$ cat config.mk
export PLATFORM = sky130hd
export DESIGN_NAME = snw_wake_ctrl
export DESIGN_NICKNAME = d
export VERILOG_FILES = /design/src/design/snw_tick.v /design/src/design/snw_wake_ctrl.v
export VERILOG_INCLUDE_DIRS = /design/src /design/src/design
export SDC_FILE = /design/constraint.sdc
export NUM_CORES = 1
export LEC_CHECK = 0
export BUFFER_PORTS_ARGS = -buffer_cell sky130_fd_sc_hd__clkbuf_2
export CORE_ASPECT_RATIO = 0.5
export CORE_MARGIN = 1
export CORE_UTILIZATION = 35
export CTS_BUF_LIST = sky130_fd_sc_hd__clkbuf_8
export DETAILED_ROUTE_END_ITERATION = 10
export PLACE_DENSITY = 0.53
export RECOVER_POWER = 100
export SETUP_SLACK_MARGIN = 0.2
export SYNTH_ARGS = -nofsm -noshare
export SYNTH_HDL_FRONTEND = slang
export SYNTH_HIERARCHICAL = 1
export SYNTH_SLANG_ARGS = --single-unit
export TNS_END_PERCENT = 100
$ cat constraint.sdc
create_clock -name clk -period 10.33 [get_ports clk]
set_input_delay 1.5495 -clock clk [delete_from_list [all_inputs] [get_ports clk]]
set_output_delay 1.5495 -clock clk [all_outputs]
set_load 0.02 [all_outputs]
$ cat src/design/snw_defines.vh
`ifndef SNW_DEFINES_VH
`define SNW_DEFINES_VH
`define SNW_CLK_HZ          100000000
`define SNW_TICK_MS         1
`define SNW_ADR_SLEEP_DUR   8'h00
`define SNW_ADR_POLL_PER    8'h04
`define SNW_ADR_STANDBY     8'h08
`define SNW_ADR_REJOIN      8'h0C
`define SNW_ADR_NS_POLL     8'h10
`define SNW_ADR_PIN_FUNC    8'h14
`define SNW_ADR_CTRL        8'h18
`define SNW_ADR_STATUS      8'h1C
`define SNW_ADR_PARENT_TO   8'h20
`define SNW_RST_SLEEP_DUR   16'h0008
`define SNW_RST_POLL_PER    16'h0064
`define SNW_RST_STANDBY     16'h0005
`define SNW_RST_REJOIN      16'h000A
`define SNW_RST_NS_POLL     16'h0005
`define SNW_RST_PARENT_TO   16'h003C
`define SNW_RST_PIN_FUNC    3'h0
`define SNW_PIN_FUNC_ALT    3'h5
`define SNW_MS_PER_QSEC     16'h00FA
`define SNW_MS_PER_SEC      16'h03E8
`define SNW_CTRL_SLEEPY     0
`define SNW_CTRL_LINK_UP    1
`define SNW_ST_ASLEEP       0
`define SNW_ST_RADIO        1
`define SNW_ST_REJOINS      2
`endif

$ cat src/design/snw_tick.v
`include "snw_defines.vh"
module snw_tick #(
   parameter CLK_HZ = `SNW_CLK_HZ
) (
   // Clock and reset
   input  wire clk,
   input  wire arst_n,
   // Millisecond pulse
   output reg  tick_ms
);
   localparam integer DIV = CLK_HZ / 1000 * `SNW_TICK_MS;
   reg [31:0] cnt;
   always @(posedge clk or negedge arst_n) begin
      if (!arst_n) begin
         cnt <= 32'h0000_0000;
         tick_ms <= 1'b0;
      end else if (cnt == DIV - 1) begin
         cnt <= 32'h0000_0000;
         tick_ms <= 1'b1;
      end else begin
         cnt <= cnt + 32'h0000_0001;
         tick_ms <= 1'b0;
      end
   end
endmodule

$ cat src/design/snw_wake_ctrl.v
// Chosen here: the address map and the Wishbone slave port.
`include "snw_defines.vh"
module snw_wake_ctrl #(
   parameter CLK_HZ = `SNW_CLK_HZ
) (
   // Clock and reset
   input  wire        clk,
   input  wire        arst_n,
   // Classic Wishbone slave
   input  wire        wb_cyc_i,
   input  wire        wb_stb_i,
   input  wire        wb_we_i,
   input  wire [7:0]  wb_adr_i,
   input  wire [3:0]  wb_sel_i,
   input  wire [31:0] wb_dat_i,
   output reg  [31:0] wb_dat_o,
   output reg         wb_ack_o,
   // Pins and traffic events
   input  wire        wake_pin,
   input  wire        serial_rx,
   input  wire        traffic,
   // Radio side
   output reg         radio_on,
   output reg         poll_req,
   output reg         rejoin_req
);
   localparam [1:0] S_AWAKE = 2'd0;
   localparam [1:0] S_SLEEP = 2'd1;

   wire        tick;
   reg  [1:0]  state;
   reg  [15:0] sleep_dur;
   reg  [15:0] poll_per;
   reg  [15:0] standby_to;
   reg  [15:0] rejoin_to;
   reg  [15:0] ns_poll;
   reg  [15:0] parent_to;
   reg  [2:0]  pin_func;
   reg         sleepy;
   reg         link_up;
   reg  [15:0] rejoin_count;
   reg  [31:0] sleep_cnt;
   reg  [31:0] poll_cnt;
   reg  [31:0] standby_cnt;
   reg  [31:0] rejoin_cnt;
   reg  [2:0]  pin_sync;
   reg  [2:0]  rx_sync;
   wire        pin_fall;
   wire        rx_edge;
   wire        pin_wake;
   wire        bus_req;
   wire        wr;

   snw_tick #(
      .CLK_HZ (CLK_HZ)
   ) u_tick (
      .clk     (clk),
      .arst_n  (arst_n),
      .tick_ms (tick)
   );

   function [31:0] to_ms;
      input [15:0] val;
      input [15:0] unit_ms;
      begin
         to_ms = {16'h0000, val} * {16'h0000, unit_ms};
      end
   endfunction

   function [15:0] merge16;
      input [15:0] old;
      input [31:0] data;
      input [3:0]  sel;
      begin
         merge16 = {sel[1] ? data[15:8] : old[15:8], sel[0] ? data[7:0] : old[7:0]};
      end
   endfunction

   // Pins are asynchronous; the third stage only feeds edge detection.
   always @(posedge clk or negedge arst_n) begin
      if (!arst_n) begin
         pin_sync <= 3'b111;
         rx_sync <= 3'b111;
      end else begin
         pin_sync <= {pin_sync[1:0], wake_pin};
         rx_sync <= {rx_sync[1:0], serial_rx};
      end
   end
   assign pin_fall = pin_sync[2] & ~pin_sync[1];
   // A start bit is a falling edge of the idle-high receive line.
   assign rx_edge = rx_sync[2] & ~rx_sync[1];
   assign pin_wake = pin_fall && (pin_func == `SNW_PIN_FUNC_ALT);

   assign bus_req = wb_cyc_i & wb_stb_i;
   assign wr = bus_req & wb_we_i & ~wb_ack_o;

   always @(posedge clk or negedge arst_n) begin
      if (!arst_n) begin
         sleep_dur <= `SNW_RST_SLEEP_DUR;
         poll_per <= `SNW_RST_POLL_PER;
         standby_to <= `SNW_RST_STANDBY;
         rejoin_to <= `SNW_RST_REJOIN;
         ns_poll <= `SNW_RST_NS_POLL;
         parent_to <= `SNW_RST_PARENT_TO;
         pin_func <= `SNW_RST_PIN_FUNC;
         sleepy <= 1'b1;
         link_up <= 1'b1;
      end else if (wr) begin
         case (wb_adr_i)
            `SNW_ADR_SLEEP_DUR: sleep_dur <= merge16(sleep_dur, wb_dat_i, wb_sel_i);
            `SNW_ADR_POLL_PER:  poll_per <= merge16(poll_per, wb_dat_i, wb_sel_i);
            `SNW_ADR_STANDBY:   standby_to <= merge16(standby_to, wb_dat_i, wb_sel_i);
            `SNW_ADR_REJOIN:    rejoin_to <= merge16(rejoin_to, wb_dat_i, wb_sel_i);
            `SNW_ADR_NS_POLL:   ns_poll <= merge16(ns_poll, wb_dat_i, wb_sel_i);
            `SNW_ADR_PARENT_TO: parent_to <= merge16(parent_to, wb_dat_i, wb_sel_i);
            `SNW_ADR_PIN_FUNC: begin
               if (wb_sel_i[0]) begin
                  pin_func <= wb_dat_i[2:0];
               end
            end
            `SNW_ADR_CTRL: begin
               if (wb_sel_i[0]) begin
                  sleepy <= wb_dat_i[`SNW_CTRL_SLEEPY];
                  link_up <= wb_dat_i[`SNW_CTRL_LINK_UP];
               end
            end
            default: begin
            end
         endcase
      end
   end

   // One wait state: ack rises the cycle after the request and falls next.
   always @(posedge clk or negedge arst_n) begin
      if (!arst_n) begin
         wb_ack_o <= 1'b0;
         wb_dat_o <= 32'h0000_0000;
      end else begin
         wb_ack_o <= bus_req & ~wb_ack_o;
         case (wb_adr_i)
            `SNW_ADR_SLEEP_DUR: wb_dat_o <= {16'h0000, sleep_dur};
            `SNW_ADR_POLL_PER:  wb_dat_o <= {16'h0000, poll_per};
            `SNW_ADR_STANDBY:   wb_dat_o <= {16'h0000, standby_to};
            `SNW_ADR_REJOIN:    wb_dat_o <= {16'h0000, rejoin_to};
            `SNW_ADR_NS_POLL:   wb_dat_o <= {16'h0000, ns_poll};
            `SNW_ADR_PARENT_TO: wb_dat_o <= {16'h0000, parent_to};
            `SNW_ADR_PIN_FUNC:  wb_dat_o <= {29'h0000_0000, pin_func};
            `SNW_ADR_CTRL:      wb_dat_o <= {30'h0000_0000, link_up, sleepy};
            `SNW_ADR_STATUS:    wb_dat_o <= {rejoin_count, 13'h0000, rejoin_req, radio_on, state == S_SLEEP};
            default:            wb_dat_o <= 32'h0000_0000;
         endcase
      end
   end

   // Sleep, poll and standby sequencing. Poll period in awake sleepy mode
   // comes from the awake poll period; the non-sleepy setting is unused then.
   always @(posedge clk or negedge arst_n) begin
      if (!arst_n) begin
         state <= S_AWAKE;
         radio_on <= 1'b1;
         poll_req <= 1'b0;
         sleep_cnt <= 32'h0000_0000;
         poll_cnt <= 32'h0000_0000;
         standby_cnt <= 32'h0000_0000;
      end else begin
         poll_req <= 1'b0;
         case (state)
            S_AWAKE: begin
               radio_on <= 1'b1;
               if (traffic || rx_edge) begin
                  standby_cnt <= 32'h0000_0000;
               end else if (tick) begin
                  standby_cnt <= standby_cnt + 32'h0000_0001;
               end
               if (tick) begin
                  if (poll_cnt + 32'h0000_0001 >= (sleepy ? to_ms(poll_per, 16'h0001)
                                                           : to_ms(ns_poll, `SNW_MS_PER_SEC))) begin
                     poll_cnt <= 32'h0000_0000;
                     poll_req <= 1'b1;
                  end else begin
                     poll_cnt <= poll_cnt + 32'h0000_0001;
                  end
               end
               if (sleepy && !traffic && !rx_edge && tick &&
                   standby_cnt + 32'h0000_0001 >= to_ms(standby_to, `SNW_MS_PER_SEC)) begin
                  state <= S_SLEEP;
                  radio_on <= 1'b0;
                  // A poll that falls on this tick would leave with the radio already off.
                  poll_req <= 1'b0;
                  sleep_cnt <= 32'h0000_0000;
               end
            end
            S_SLEEP: begin
               radio_on <= 1'b0;
               if (tick) begin
                  sleep_cnt <= sleep_cnt + 32'h0000_0001;
               end
               // Sleep duration replaces the awake poll period here.
               if (pin_wake || rx_edge || !sleepy ||
                   (tick && sleep_cnt + 32'h0000_0001 >= to_ms(sleep_dur, `SNW_MS_PER_QSEC))) begin
                  state <= S_AWAKE;
                  radio_on <= 1'b1;
                  standby_cnt <= 32'h0000_0000;
                  poll_cnt <= 32'h0000_0000;
                  poll_req <= 1'b1;
               end
            end
            default: begin
               state <= S_AWAKE;
            end
         endcase
      end
   end

   // Rejoin after the parent link has stayed broken for the rejoin timeout.
   always @(posedge clk or negedge arst_n) begin
      if (!arst_n) begin
         rejoin_cnt <= 32'h0000_0000;
         rejoin_req <= 1'b0;
         rejoin_count <= 16'h0000;
      end else begin
         rejoin_req <= 1'b0;
         if (link_up) begin
            rejoin_cnt <= 32'h0000_0000;
         end else if (tick) begin
            if (rejoin_cnt + 32'h0000_0001 >= to_ms(rejoin_to, `SNW_MS_PER_SEC)) begin
               rejoin_cnt <= 32'h0000_0000;
               rejoin_req <= 1'b1;
               rejoin_count <= rejoin_count + 16'h0001;
            end else begin
               rejoin_cnt <= rejoin_cnt + 32'h0000_0001;
            end
         end
      end
   end
endmodule

==> results by group, run 1 <==
Worst setup path
  – Crit-path max cell delay: 1.25 ns
  – Kind of critical path: register to register
  – Crit path top cell by count: fa_1
  – Critical path fanouts, max: 32
  – CP startpoint kind: register
  – Worst EP required: 10.91 ns
  – Cell at the slowest stage of the critical path: clkbuf_1
  – Setup crit end kind: register
  – Worst EP arrival: 9.20 ns

Cells and area
  – Layout cells sized above 1: 9.35%
  – End-of-flow core utilization: 38.8%
  – Final nets: 3531
  – Commonest cells after routing, fill and taps aside: 388 x inv_1, 311 x ha_1, 298 x dfrtp_1, 216 x fa_1, 212 x nand2_1
  – Area delta synth->final: 9.34%
  – Most common cell after layout, fill and taps aside: inv_1

Clock network
  – Hold buffer count at cts: 0
  – Clock-pin slew on the worst setup and hold paths: 0.07 ns
  – CTS sink cnt: 321
  – # Post-CTS Setup Buffers: 0
  – Clock buffer count from CTS: 54
  – Later-pin clock latency in the skew report: 0.67 ns
  – H-tree levels: 2
  – Clock Tree Buf Depth: 3
  – Root Buffer: clkbuf_8
  – CTS tree: yes
  – Post-CTS Resized: 0

Yosys
  – Post-Synthesis Cells: 2871
  – Largest family of logic cells by synthesized area: adder cells
  – #FFs+latches synth: 321
  – EDFF count, synth: 0
  – Area share of xor/xnor cells in the synthesized design: 6.55%
  – Yosys Warn Count: 6
  – Synth Area in Compound Gates: 10.4%
  – FFs w/ async S/R, synth: 100%
  – Syn Nets: 3450
  – Post-synthesis mux area share: 4.69%
  – Post-synth cell types: 83
  – Top FF cell, synth: dfrtp_1
  – Syn Area/Cell: 9.88 µm²
  – Register area share after synthesis: 28.4%
  – Synthesized-area fraction occupied by adder cells: 29.0%
  – Simple-gate share of the synthesized area: 15.1%
  – Mapped cell area: 28400 µm²

Floorplan
  – Num rows: 73
  – Num ports: 88
  – Die X-Extent: 405 µm
  – Core area: 79800 µm²
  – Chip height: 203 µm
  – Die ar.: 82200 µm²
  – Initial Util: 35.5%

Global routing
  – Initial antenna violation count: 5
  – Number of global-route vias before repair: 20731
  – First-pass GRT wire length: 114000 µm
  – GRT overflow: 0
  – Tot GR Track Use: 17.2%
  – Largest net degree at the start of global routing: 82

STA
  – Final worst-path cycle share: 83.5%
  – Final TNS setup: 0 ns
  – Final setup viols: 0
  – Worst Skew: 0.0435 ns
  – Max Fclk: 116 MHz
  – Slew @ Worst Pin: 4.67 ns
  – Post-layout minimum cycle time: 8.62 ns
  – Worst slew margin: -212%
  – Max-slew violation count: 364
  – RSZ-0062 raised after global routing: false
  – Count of final hold-check violations: 0

Pwr
  – Worst vdd ir: 0.0000768 V
  – Lkg Pwr: 15.2 nW
  – Pwr/cell area: 87.3 nW/µm²

Routing
  – Antenna viol nets, final: 0
  – DR DRC count: 0
  – Via count: 20662
  – Vias per cell: 5.06
  – Initial DRC Count: 1238
  – Drt pass-1 iters: 5
  – WL/cell: 16.9 µm
  – Total wire length: 68800 µm

Placed design
  – Hpwl dp: 53700 µm
  – RePlAce Congestion: 0.830
  – IO Port Bufs: 69

Job
  – Max-Cap Viols: 7

Min path
  – Worst hold path class: register to register

Status
  – Status: finished, violations left
  – Failing checks: capacitance limit, slew limit
cell usage after synthesis, drive strengths merged, types with 9 or more instances:
cell    count  share of area, %
fa        216                15
o31ai      12              0.32
a31oi      10              0.22
dfstp      23               2.1
xnor2     113               3.5
nand2b     28              0.62
o21a       17              0.45
o211ai     12              0.32
or3        16              0.35
and3       37              0.82
and4       12              0.38
xor2       99               3.1
nor2b      23              0.51
a21oi      83               1.5
and2       41              0.90
dfrtp     298                26
nand3     138               2.5
a21o       50               1.3
nor4       20              0.58
nor3       66               1.3
nand2     212               2.8
buf        17              0.33
clkbuf     50              0.67
inv       368               4.9
a211oi     18              0.52
mux2      104               4.1
o21ai      92               1.6
a22oi      41               1.1
mux2i      16              0.56
or2         9              0.20
ha        311                14
a22o       25              0.77
nand4      77               1.9
nor2      117               1.6
o21bai     14              0.37
per-layer routing:
| layer | global-route usage, % | vias up | share of wire [%] |
|---|---|---|---|
| met2 | 27.1 | 280 | 45 |
| met4 | 3.95 | 0 | 1.8 |
| met1 | 25.0 | 10233 | 50 |
| met3 | 2.05 | 88 | 3.5 |
| li1 | - | 10061 | - |
| met5 | 0 | - | 0 |
cells by family (layout without fill, tap and decap cells):
family	count (synthesis)	after routing
AND/OR/NAND/NOR	821	821
XOR/XNOR	212	212
adder cells (fa/ha/maj)	527	527
buffers and inverters	436	560
AO/OA/AOI/OAI	434	434
flip-flops	321	321
other	0	2
multiplexers	120	120
power breakdown:
group	switching [mW]	internal (mW)	leakage [nW]	total [mW]
logic	0.136	0.0570	10.3	0.193
clock network	0.564	0.679	0.672	1.24
registers	0.00665	1.26	4.23	1.27
final cells by class:
type | instances | area (µm²)
well taps | 1087 | 1360
clock inverters | 29 | 198
clock buffers | 70 | 963
multi-input cells | 2114 | 18600
inverters | 369 | 1390
repair buffers | 92 | 430
flip-flops and latches | 321 | 8060
fillers | 7993 | 48800
diodes | 2 | 5.00
metrics by stage:
stage	hold WS, ns	std cells	power, mW	setup WS [ns]	instance area (µm²)
2_1_floorplan	0.345	2871	1.40	3.80	28400
3_3_place_gp	0.346	3983	1.49	2.42	30000
3_5_place_dp	0.351	3983	1.49	2.35	30000
4_1_cts	0.360	4082	2.76	2.38	31100
5_1_grt	0.366	4083	2.83	0.957	31000
6_report	0.363	4084	2.71	1.71	31000
final timing paths:
kind / from / endpoint / slack, ns / cells past startpoint
max: sleep_dur[3] / poll_cnt[23] / 1.71 / 25
min: pin_sync[0] / pin_sync[1] / 0.36 / 0
max reg2reg: sleep_dur[3] / poll_cnt[23] / 1.71 / 25
min reg2reg: pin_sync[0] / pin_sync[1] / 0.36 / 0
max in group asynchronous: arst_n / u_tick/cnt[14] / 2.66 / 3
min in group asynchronous: arst_n / poll_cnt[28] / 2.58 / 1
registers in the layout, indices dropped and copies added (netlist names), 16 cells and up:
signal and count:
standby_to 16, sleep_dur 16, u_tick/cnt 32, wb_dat_o 32, rejoin_cnt 32, rejoin_count 16
sleep_cnt 32, ns_poll 16, standby_cnt 32, parent_to 16, rejoin_to 16, poll_per 16
poll_cnt 32
worst max-delay path: cells and delay by family, from the launching register on:
| family | cells | cell delay, ns |
|---|---|---|
| AOI/OAI and AO/OA | 13 | 2.93 |
| adders and majority gates | 6 | 2.66 |
| buffers and inverters | 3 | 1.49 |
| DFF | 1 | 0.76 |
| and+or+nand+nor | 1 | 0.29 |
| xor gates and xnor gates | 1 | 0.21 |
| muxes | 1 | 0.16 |
Note: power is estimated with default switching activity, not from simulation.
==> inputs of run 2 (changes only) <==
clock period = 8.16 ns   (was 10.33 ns; I/O delays follow)
==> results by group, run 2 (synthesized netlist as in run 1, its figures left out) <==
Cells and area
  – Final cell count without fillers: 4095 (+0.27%)
  – Most common cell after layout, fill and taps aside: inv_1
  – Layout cells sized above 1: 9.58% (+0.23 points)
  – Area delta synth->final: 9.47%
  – Final nets: 3547 (+0.45%)
  – Layout Cell Area excl Fill: 31000 µm² (+0.12%)
  – Commonest cells after routing, fill and taps aside: 394 x inv_1, 311 x ha_1, 298 x dfrtp_1, 216 x fa_1, 212 x nand2_1
  – End-of-flow core utilization: 38.9% (+0.045 points)

Worst setup path
  – Worst EP arrival: 8.07 ns (-1.13 ns)
  – Crit-path max cell delay: 0.66 ns (-0.59 ns)
  – Setup crit end kind: register
  – CP startpoint kind: register
  – Critical path fanouts, max: 7 (-78%)
  – Kind of critical path: register to register
  – Cell at the slowest stage of the critical path: dfstp_2
  – Worst EP required: 8.66 ns (-2.25 ns)
  – R2R Path Start: ns_poll[2]
  – Critical path cell sequence: inv_1 -> fa_1 -> fa_1 -> fa_1 -> fa_1 -> inv_1 -> ha_1 -> or3_1 -> o211ai_1 -> o21ai_0 -> o21a_1 -> a41o_1 -> o21ai_0 -> or3b_2 -> ha_1 -> o21ai_0 -> a21oi_1 -> a2111o_1 -> a211oi_2 -> nand2_1 -> nand3_1 -> o21ai_0
  – Worst setup path startpoint: ns_poll[2]

Pwr
  – Switch Pwr: 0.902 mW (+28%)
  – Clock Power Share: 44.9% (-1.0 points)
  – Pwr/cell area: 108 nW/µm² (+24%)
  – Lkg Pwr: 15.2 nW (+0.46%)
  – Internal: 2.47 mW (+23%)
  – Sequential fraction of design power: 47.7% (+0.8 points)
  – Worst vdd ir: 0.000112 V (+46%)
  – Sw Ratio: 26.8% (+0.69 points)
  – Gate power share: 7.4% (+0.3 points)

STA
  – Worst Skew: 0.0496 ns (+0.00602 ns)
  – Final worst-path cycle share: 92.9% (+9.4 points)
  – RSZ-0062 raised after global routing: false
  – Post-layout minimum cycle time: 7.58 ns (-1.05 ns)
  – Count of final hold-check violations: 0 (unchanged)
  – Final setup viols: 0 (unchanged)
  – Final TNS setup: 0 ns (unchanged)
  – Min setup slack post-route: 0.583 ns (-1.12 ns)
  – Max Fclk: 132 MHz (+14%)
  – Slew @ Worst Pin: 4.55 ns (-0.121 ns)
  – Max-slew violation count: 337 (-7.4%)
  – Worst slew margin: -203% (+8.1 points)

Floorplan
  – Core area: 79800 µm² (unchanged)
  – Die ar.: 82200 µm² (unchanged)
  – Num ports: 88 (unchanged)
  – Initial Util: 35.5% (unchanged)
  – Chip height: 203 µm (unchanged)
  – Die X-Extent: 405 µm (unchanged)
  – Num rows: 73 (unchanged)

Job
  – Max-Cap Viols: 5 (-2)

Global routing
  – First-pass GRT wire length: 114000 µm (+0.19%)
  – Largest net degree at the start of global routing: 111 (+35%)
  – Number of global-route vias before repair: 20901 (+0.82%)
  – Initial antenna violation count: 2 (-3)
  – GRT overflow: 0 (unchanged)
  – Tot GR Track Use: 17.3% (+0.15 points)

Clock network
  – # Post-CTS Setup Buffers: 0 (unchanged)
  – Later-pin clock latency in the skew report: 0.69 ns (+0.02 ns)
  – CTS tree: yes
  – Clock buffer count from CTS: 54 (unchanged)
  – Clock-pin slew on the worst setup and hold paths: 0.06 ns (about the same)
  – Root Buffer: clkbuf_8
  – CTS sink cnt: 321 (unchanged)
  – Clock Tree Buf Depth: 3 (unchanged)
  – H-tree levels: 2 (unchanged)

Placed design
  – Post-placement cell area: 30100 µm² (+0.45%)
  – Placed Instances: 3999 (+0.40%)
  – Hpwl dp: 54200 µm (+1.0%)
  – RePlAce Congestion: 0.846 (+2.0%)
  – Pre-CTS setup slack: 0.514 ns (-1.84 ns)
  – IO Port Bufs: 69 (unchanged)

Routing
  – Vias per cell: 5.06 (about the same)
  – Initial DRC Count: 1203 (-2.8%)
  – Total wire length: 69600 µm (+1.1%)
  – Via count: 20737 (+0.36%)
  – Antenna viol nets, final: 0 (unchanged)
  – WL/cell: 17.0 µm (+0.87%)
  – DR DRC count: 0 (unchanged)
  – Drt pass-1 iters: 5 (unchanged)

Status
  – Failing checks: capacitance limit, slew limit
  – Status: finished, violations left

Min path
  – Worst hold path class: register to register
  – Critical hold path startpoint: rx_sync[1]
run 2: cell types whose count changed in the layout (fill, tap and decap cells not counted), moves of 2 or more:
| cell | before | now |
|---|---|---|
| buf_4 | 12 | 24 |
| clkbuf_8 | 70 | 63 |
| inv_1 | 388 | 394 |
| clkbuf_2 | 32 | 36 |
| clkinv_2 | 5 | 2 |
| dfstp_1 | 3 | 1 |
| dfstp_2 | 20 | 22 |
run 2: what timing repair did:
action                     4_1_cts  5_1_grt
setup endpoints to repair        0       32
hold buffers                     0        0
gates resized for setup          0        1
run 2: worst paths after layout:
path | end | slack, ns | cells past startpoint
max | poll_req | 0.58 | 22
min | rx_sync[2] | 0.36 | 0
max reg2reg | poll_req | 0.58 | 22
min reg2reg | rx_sync[2] | 0.36 | 0
max in group asynchronous | u_tick/cnt[18] | 1.39 | 2
min in group asynchronous | poll_cnt[30] | 2.17 | 1
run 2: metrics by stage:
stage                     hold slack (ns)  power [mW]
after floorplan                     0.345        1.77
after global placement              0.347        1.89
after detailed placement            0.348        1.89
after CTS                           0.354        3.44
after global routing                0.361        3.52
final                               0.359        3.37
run 2: layer usage:
metal	part of all wire, %	track usage (%)	vias to the layer above	wire, µm
met5	0	0	-	0
met4	2.5	4.87	0	1710
met3	3.4	2.27	94	2350
met2	44	27.1	295	30700
met1	50	25.1	10254	34900
li1	-	-	10094	-
run 2: worst max-delay path: cells and delay by family (launching register included):
| family | cells | cell delay (ns) |
|---|---|---|
| buffers and inverters | 2 | 0.17 |
| AND/OR/NAND/NOR | 4 | 1.43 |
| flip-flops | 1 | 0.66 |
| adder cells (fa/ha/maj) | 6 | 2.72 |
| AO/OA/AOI/OAI | 10 | 2.43 |
run 2: area by class of cell:
class / count / area [µm²]
antenna: 1 / 2.50
clock buffer: 63 / 867
clock inverter: 32 / 205
fill: 8046 / 48800
inverter: 369 / 1390
multi-input combinational: 2114 / 18600
sequential: 321 / 8060
tap: 1087 / 1360
timing repair buffer: 108 / 557
run 2: power groups by stage:
stage,Clock (mW),Sequential (mW),Combinational (mW)
after detailed placement,0,1.64,0.258
after global routing,1.63,1.61,0.284
after CTS,1.57,1.61,0.260
final,1.51,1.61,0.249
after global placement,0,1.64,0.256
after floorplan,0,1.63,0.140
==> inputs of run 3 (changes only) <==
--- a/config.mk
+++ b/config.mk
@@ -8,5 +8,5 @@
 export LEC_CHECK = 0
 export BUFFER_PORTS_ARGS = -buffer_cell sky130_fd_sc_hd__clkbuf_2
-export CORE_ASPECT_RATIO = 0.5
+export CORE_ASPECT_RATIO = 0.8
 export CORE_MARGIN = 1
 export CORE_UTILIZATION = 35
==> constraint.sdc (replaced) <==
create_clock -name clk -period 8.16 [get_ports clk]
set_input_delay 1.224 -clock clk [delete_from_list [all_inputs] [get_ports clk]]
set_output_delay 1.224 -clock clk [all_outputs]
set_load 0.01 [all_outputs]
==> results by group, run 3 (synthesized netlist as in run 1, its figures left out) <==
Global routing
  – GRT overflow: 0 (unchanged)
  – First-pass GRT wire length: 113000 µm (-0.67%)
  – Number of global-route vias before repair: 20975 (+0.35%)
  – Initial antenna violation count: 4 (+2)
  – Tot GR Track Use: 17.0% (-0.29 points)
  – Largest net degree at the start of global routing: 156 (+41%)

Clock network
  – CTS tree: yes
  – H-tree levels: 2 (unchanged)
  – Clock-pin slew on the worst setup and hold paths: 0.06 ns (about the same)
  – Clock buffer count from CTS: 54 (unchanged)
  – Root Buffer: clkbuf_8
  – CTS sink cnt: 321 (unchanged)
  – Clock Tree Buf Depth: 3 (unchanged)
  – Later-pin clock latency in the skew report: 0.70 ns (about the same)

Floorplan
  – Chip height: 257 µm (+26%)
  – Core area: 79500 µm² (-0.36%)
  – Num rows: 92 (+26%)
  – Die X-Extent: 320 µm (-21%)
  – Die ar.: 82200 µm² (about the same)
  – Num ports: 88 (unchanged)
  – Initial Util: 35.7% (+0.13 points)

Cells and area
  – Area delta synth->final: 9.55% (about the same)
  – Final nets: 3538 (-0.25%)
  – Most common cell after layout, fill and taps aside: inv_1
  – Commonest cells after routing, fill and taps aside: 388 x inv_1, 311 x ha_1, 298 x dfrtp_1, 216 x fa_1, 212 x nand2_1
  – Layout cells sized above 1: 9.52% (-0.060 points)
  – Final cell count without fillers: 4087 (-0.20%)
  – Fillers: 7820 (-2.8%)

STA
  – Worst hold margin: 0.365 ns (+0.00596 ns)
  – Count of final hold-check violations: 0 (unchanged)
  – Max Fclk: 132 MHz (about the same)
  – Final worst-path cycle share: 92.8% (about the same)
  – Final TNS setup: 0 ns (unchanged)
  – RSZ-0062 raised after global routing: false
  – Final setup viols: 0 (unchanged)
  – Worst Skew: 0.0433 ns (-0.00628 ns)
  – Max-slew violation count: 179 (-47%)
  – Worst slew margin: -261% (-58 points)
  – Post-layout minimum cycle time: 7.57 ns (-0.00605 ns)
  – Min setup slack post-route: 0.589 ns (+0.00605 ns)
  – Slew @ Worst Pin: 5.42 ns (+0.866 ns)

Worst setup path
  – Cell at the slowest stage of the critical path: dfstp_2
  – Worst EP arrival: 8.18 ns (+0.11 ns)
  – Crit path top cell by count: fa_1
  – CP startpoint kind: register
  – Crit-path max cell delay: 0.61 ns (-0.05 ns)
  – R2R Path Start: sleep_dur[3]
  – Worst setup path startpoint: sleep_dur[3]
  – Setup crit end kind: register
  – Worst EP required: 8.77 ns (+0.11 ns)
  – Critical path fanouts, max: 32 (+25)
  – Kind of critical path: register to register

Routing
  – Via count: 20962 (+1.1%)
  – DR DRC count: 0 (unchanged)
  – Drt pass-1 iters: 6 (+1)
  – Initial DRC Count: 1180 (-1.9%)
  – WL/cell: 16.9 µm (-0.32%)
  – Antenna viol nets, final: 0 (unchanged)
  – Vias per cell: 5.13 (+1.3%)
  – Total wire length: 69300 µm (-0.52%)

Placed design
  – Hpwl dp: 53800 µm (-0.83%)
  – RePlAce Congestion: 0.838 (-1.0%)
  – Pre-CTS setup slack: 0.637 ns (+0.122 ns)
  – Placed Instances: 3984 (-0.38%)
  – IO Port Bufs: 69 (unchanged)

Pwr
  – Pwr/cell area: 111 nW/µm² (+2.0%)
  – Worst vdd ir: 0.000102 V (-9.2%)
  – Lkg Pwr: 15.2 nW (about the same)

Job
  – Max-Cap Viols: 3 (-2)

Min path
  – Critical hold path startpoint: pin_sync[0]
  – Worst hold path class: register to register

Status
  – Failing checks: capacitance limit, slew limit
  – Status: finished, violations left
[run 3: final timing paths]
kind | depth (start not counted) | slack [ns] | endpoint
setup / recovery | 25 | 0.59 | poll_cnt[23]
hold / removal | 0 | 0.36 | pin_sync[1]
max in group asynchronous | 2 | 1.87 | rejoin_cnt[1]
setup reg to reg | 25 | 0.59 | poll_cnt[23]
hold reg to reg | 0 | 0.36 | pin_sync[1]
min in group asynchronous | 1 | 2.51 | u_tick/cnt[28]
[run 3: timing repair]
action,4_1_cts,5_1_grt
setup buffers,0,0
hold buffers,0,0
setup endpoints to repair,0,6
resized for setup,0,1
[run 3: power by group]
part / total (mW) / leakage (nW) / switching [mW] / internal, mW
Sequential: 1.61 / 4.23 / 0.00839 / 1.60
Clock: 1.59 / 0.683 / 0.734 / 0.853
Combinational: 0.243 / 10.3 / 0.168 / 0.0747
Total: 3.44 / 15.2 / 0.911 / 2.53
[run 3: cell type report]
type | instances | area, µm² | area share [%]
Sequential cell | 321 | 8060 | 25.9
Inverter | 369 | 1390 | 4.46
Timing Repair Buffer | 99 | 498 | 1.60
Multi-Input combinational cell | 2114 | 18600 | 59.8
Clock buffer | 72 | 991 | 3.19
Tap cell | 1081 | 1350 | 4.35
Clock inverter | 30 | 193 | 0.620
Antenna cell | 1 | 2.50 | 0.00805
[run 3: layer usage]
| metal | vias up | track usage [%] | share of wire, % |
|---|---|---|---|
| met3 | 116 | 3.01 | 4.5 |
| met1 | 10390 | 25.3 | 50 |
| li1 | 10075 | - | - |
| met5 | - | 0 | 0.036 |
| met4 | 4 | 4.97 | 2.5 |
| met2 | 377 | 25.1 | 43 |
[run 3: critical path: cells and delay by family, from the launching register on]
family / cells / cell delay [ns]
flip-flops: 1 / 0.61
XOR/XNOR: 1 / 0.20
adder cells (fa/ha/maj): 6 / 2.64
multiplexers: 1 / 0.18
AO/OA/AOI/OAI: 13 / 2.95
AND/OR/NAND/NOR: 1 / 0.30
buffers and inverters: 3 / 0.58
[run 3: per-stage QoR]
step | cell area (µm²) | utilization [%] | total power, mW
floorplan | 28400 | - | 1.77
global placement | 30000 | 37.8 | 1.88
detailed placement | 30000 | 37.8 | 1.89
CTS | 31200 | 39.2 | 3.50
global route | 31100 | 39.1 | 3.59
finish | 31100 | 39.1 | 3.44
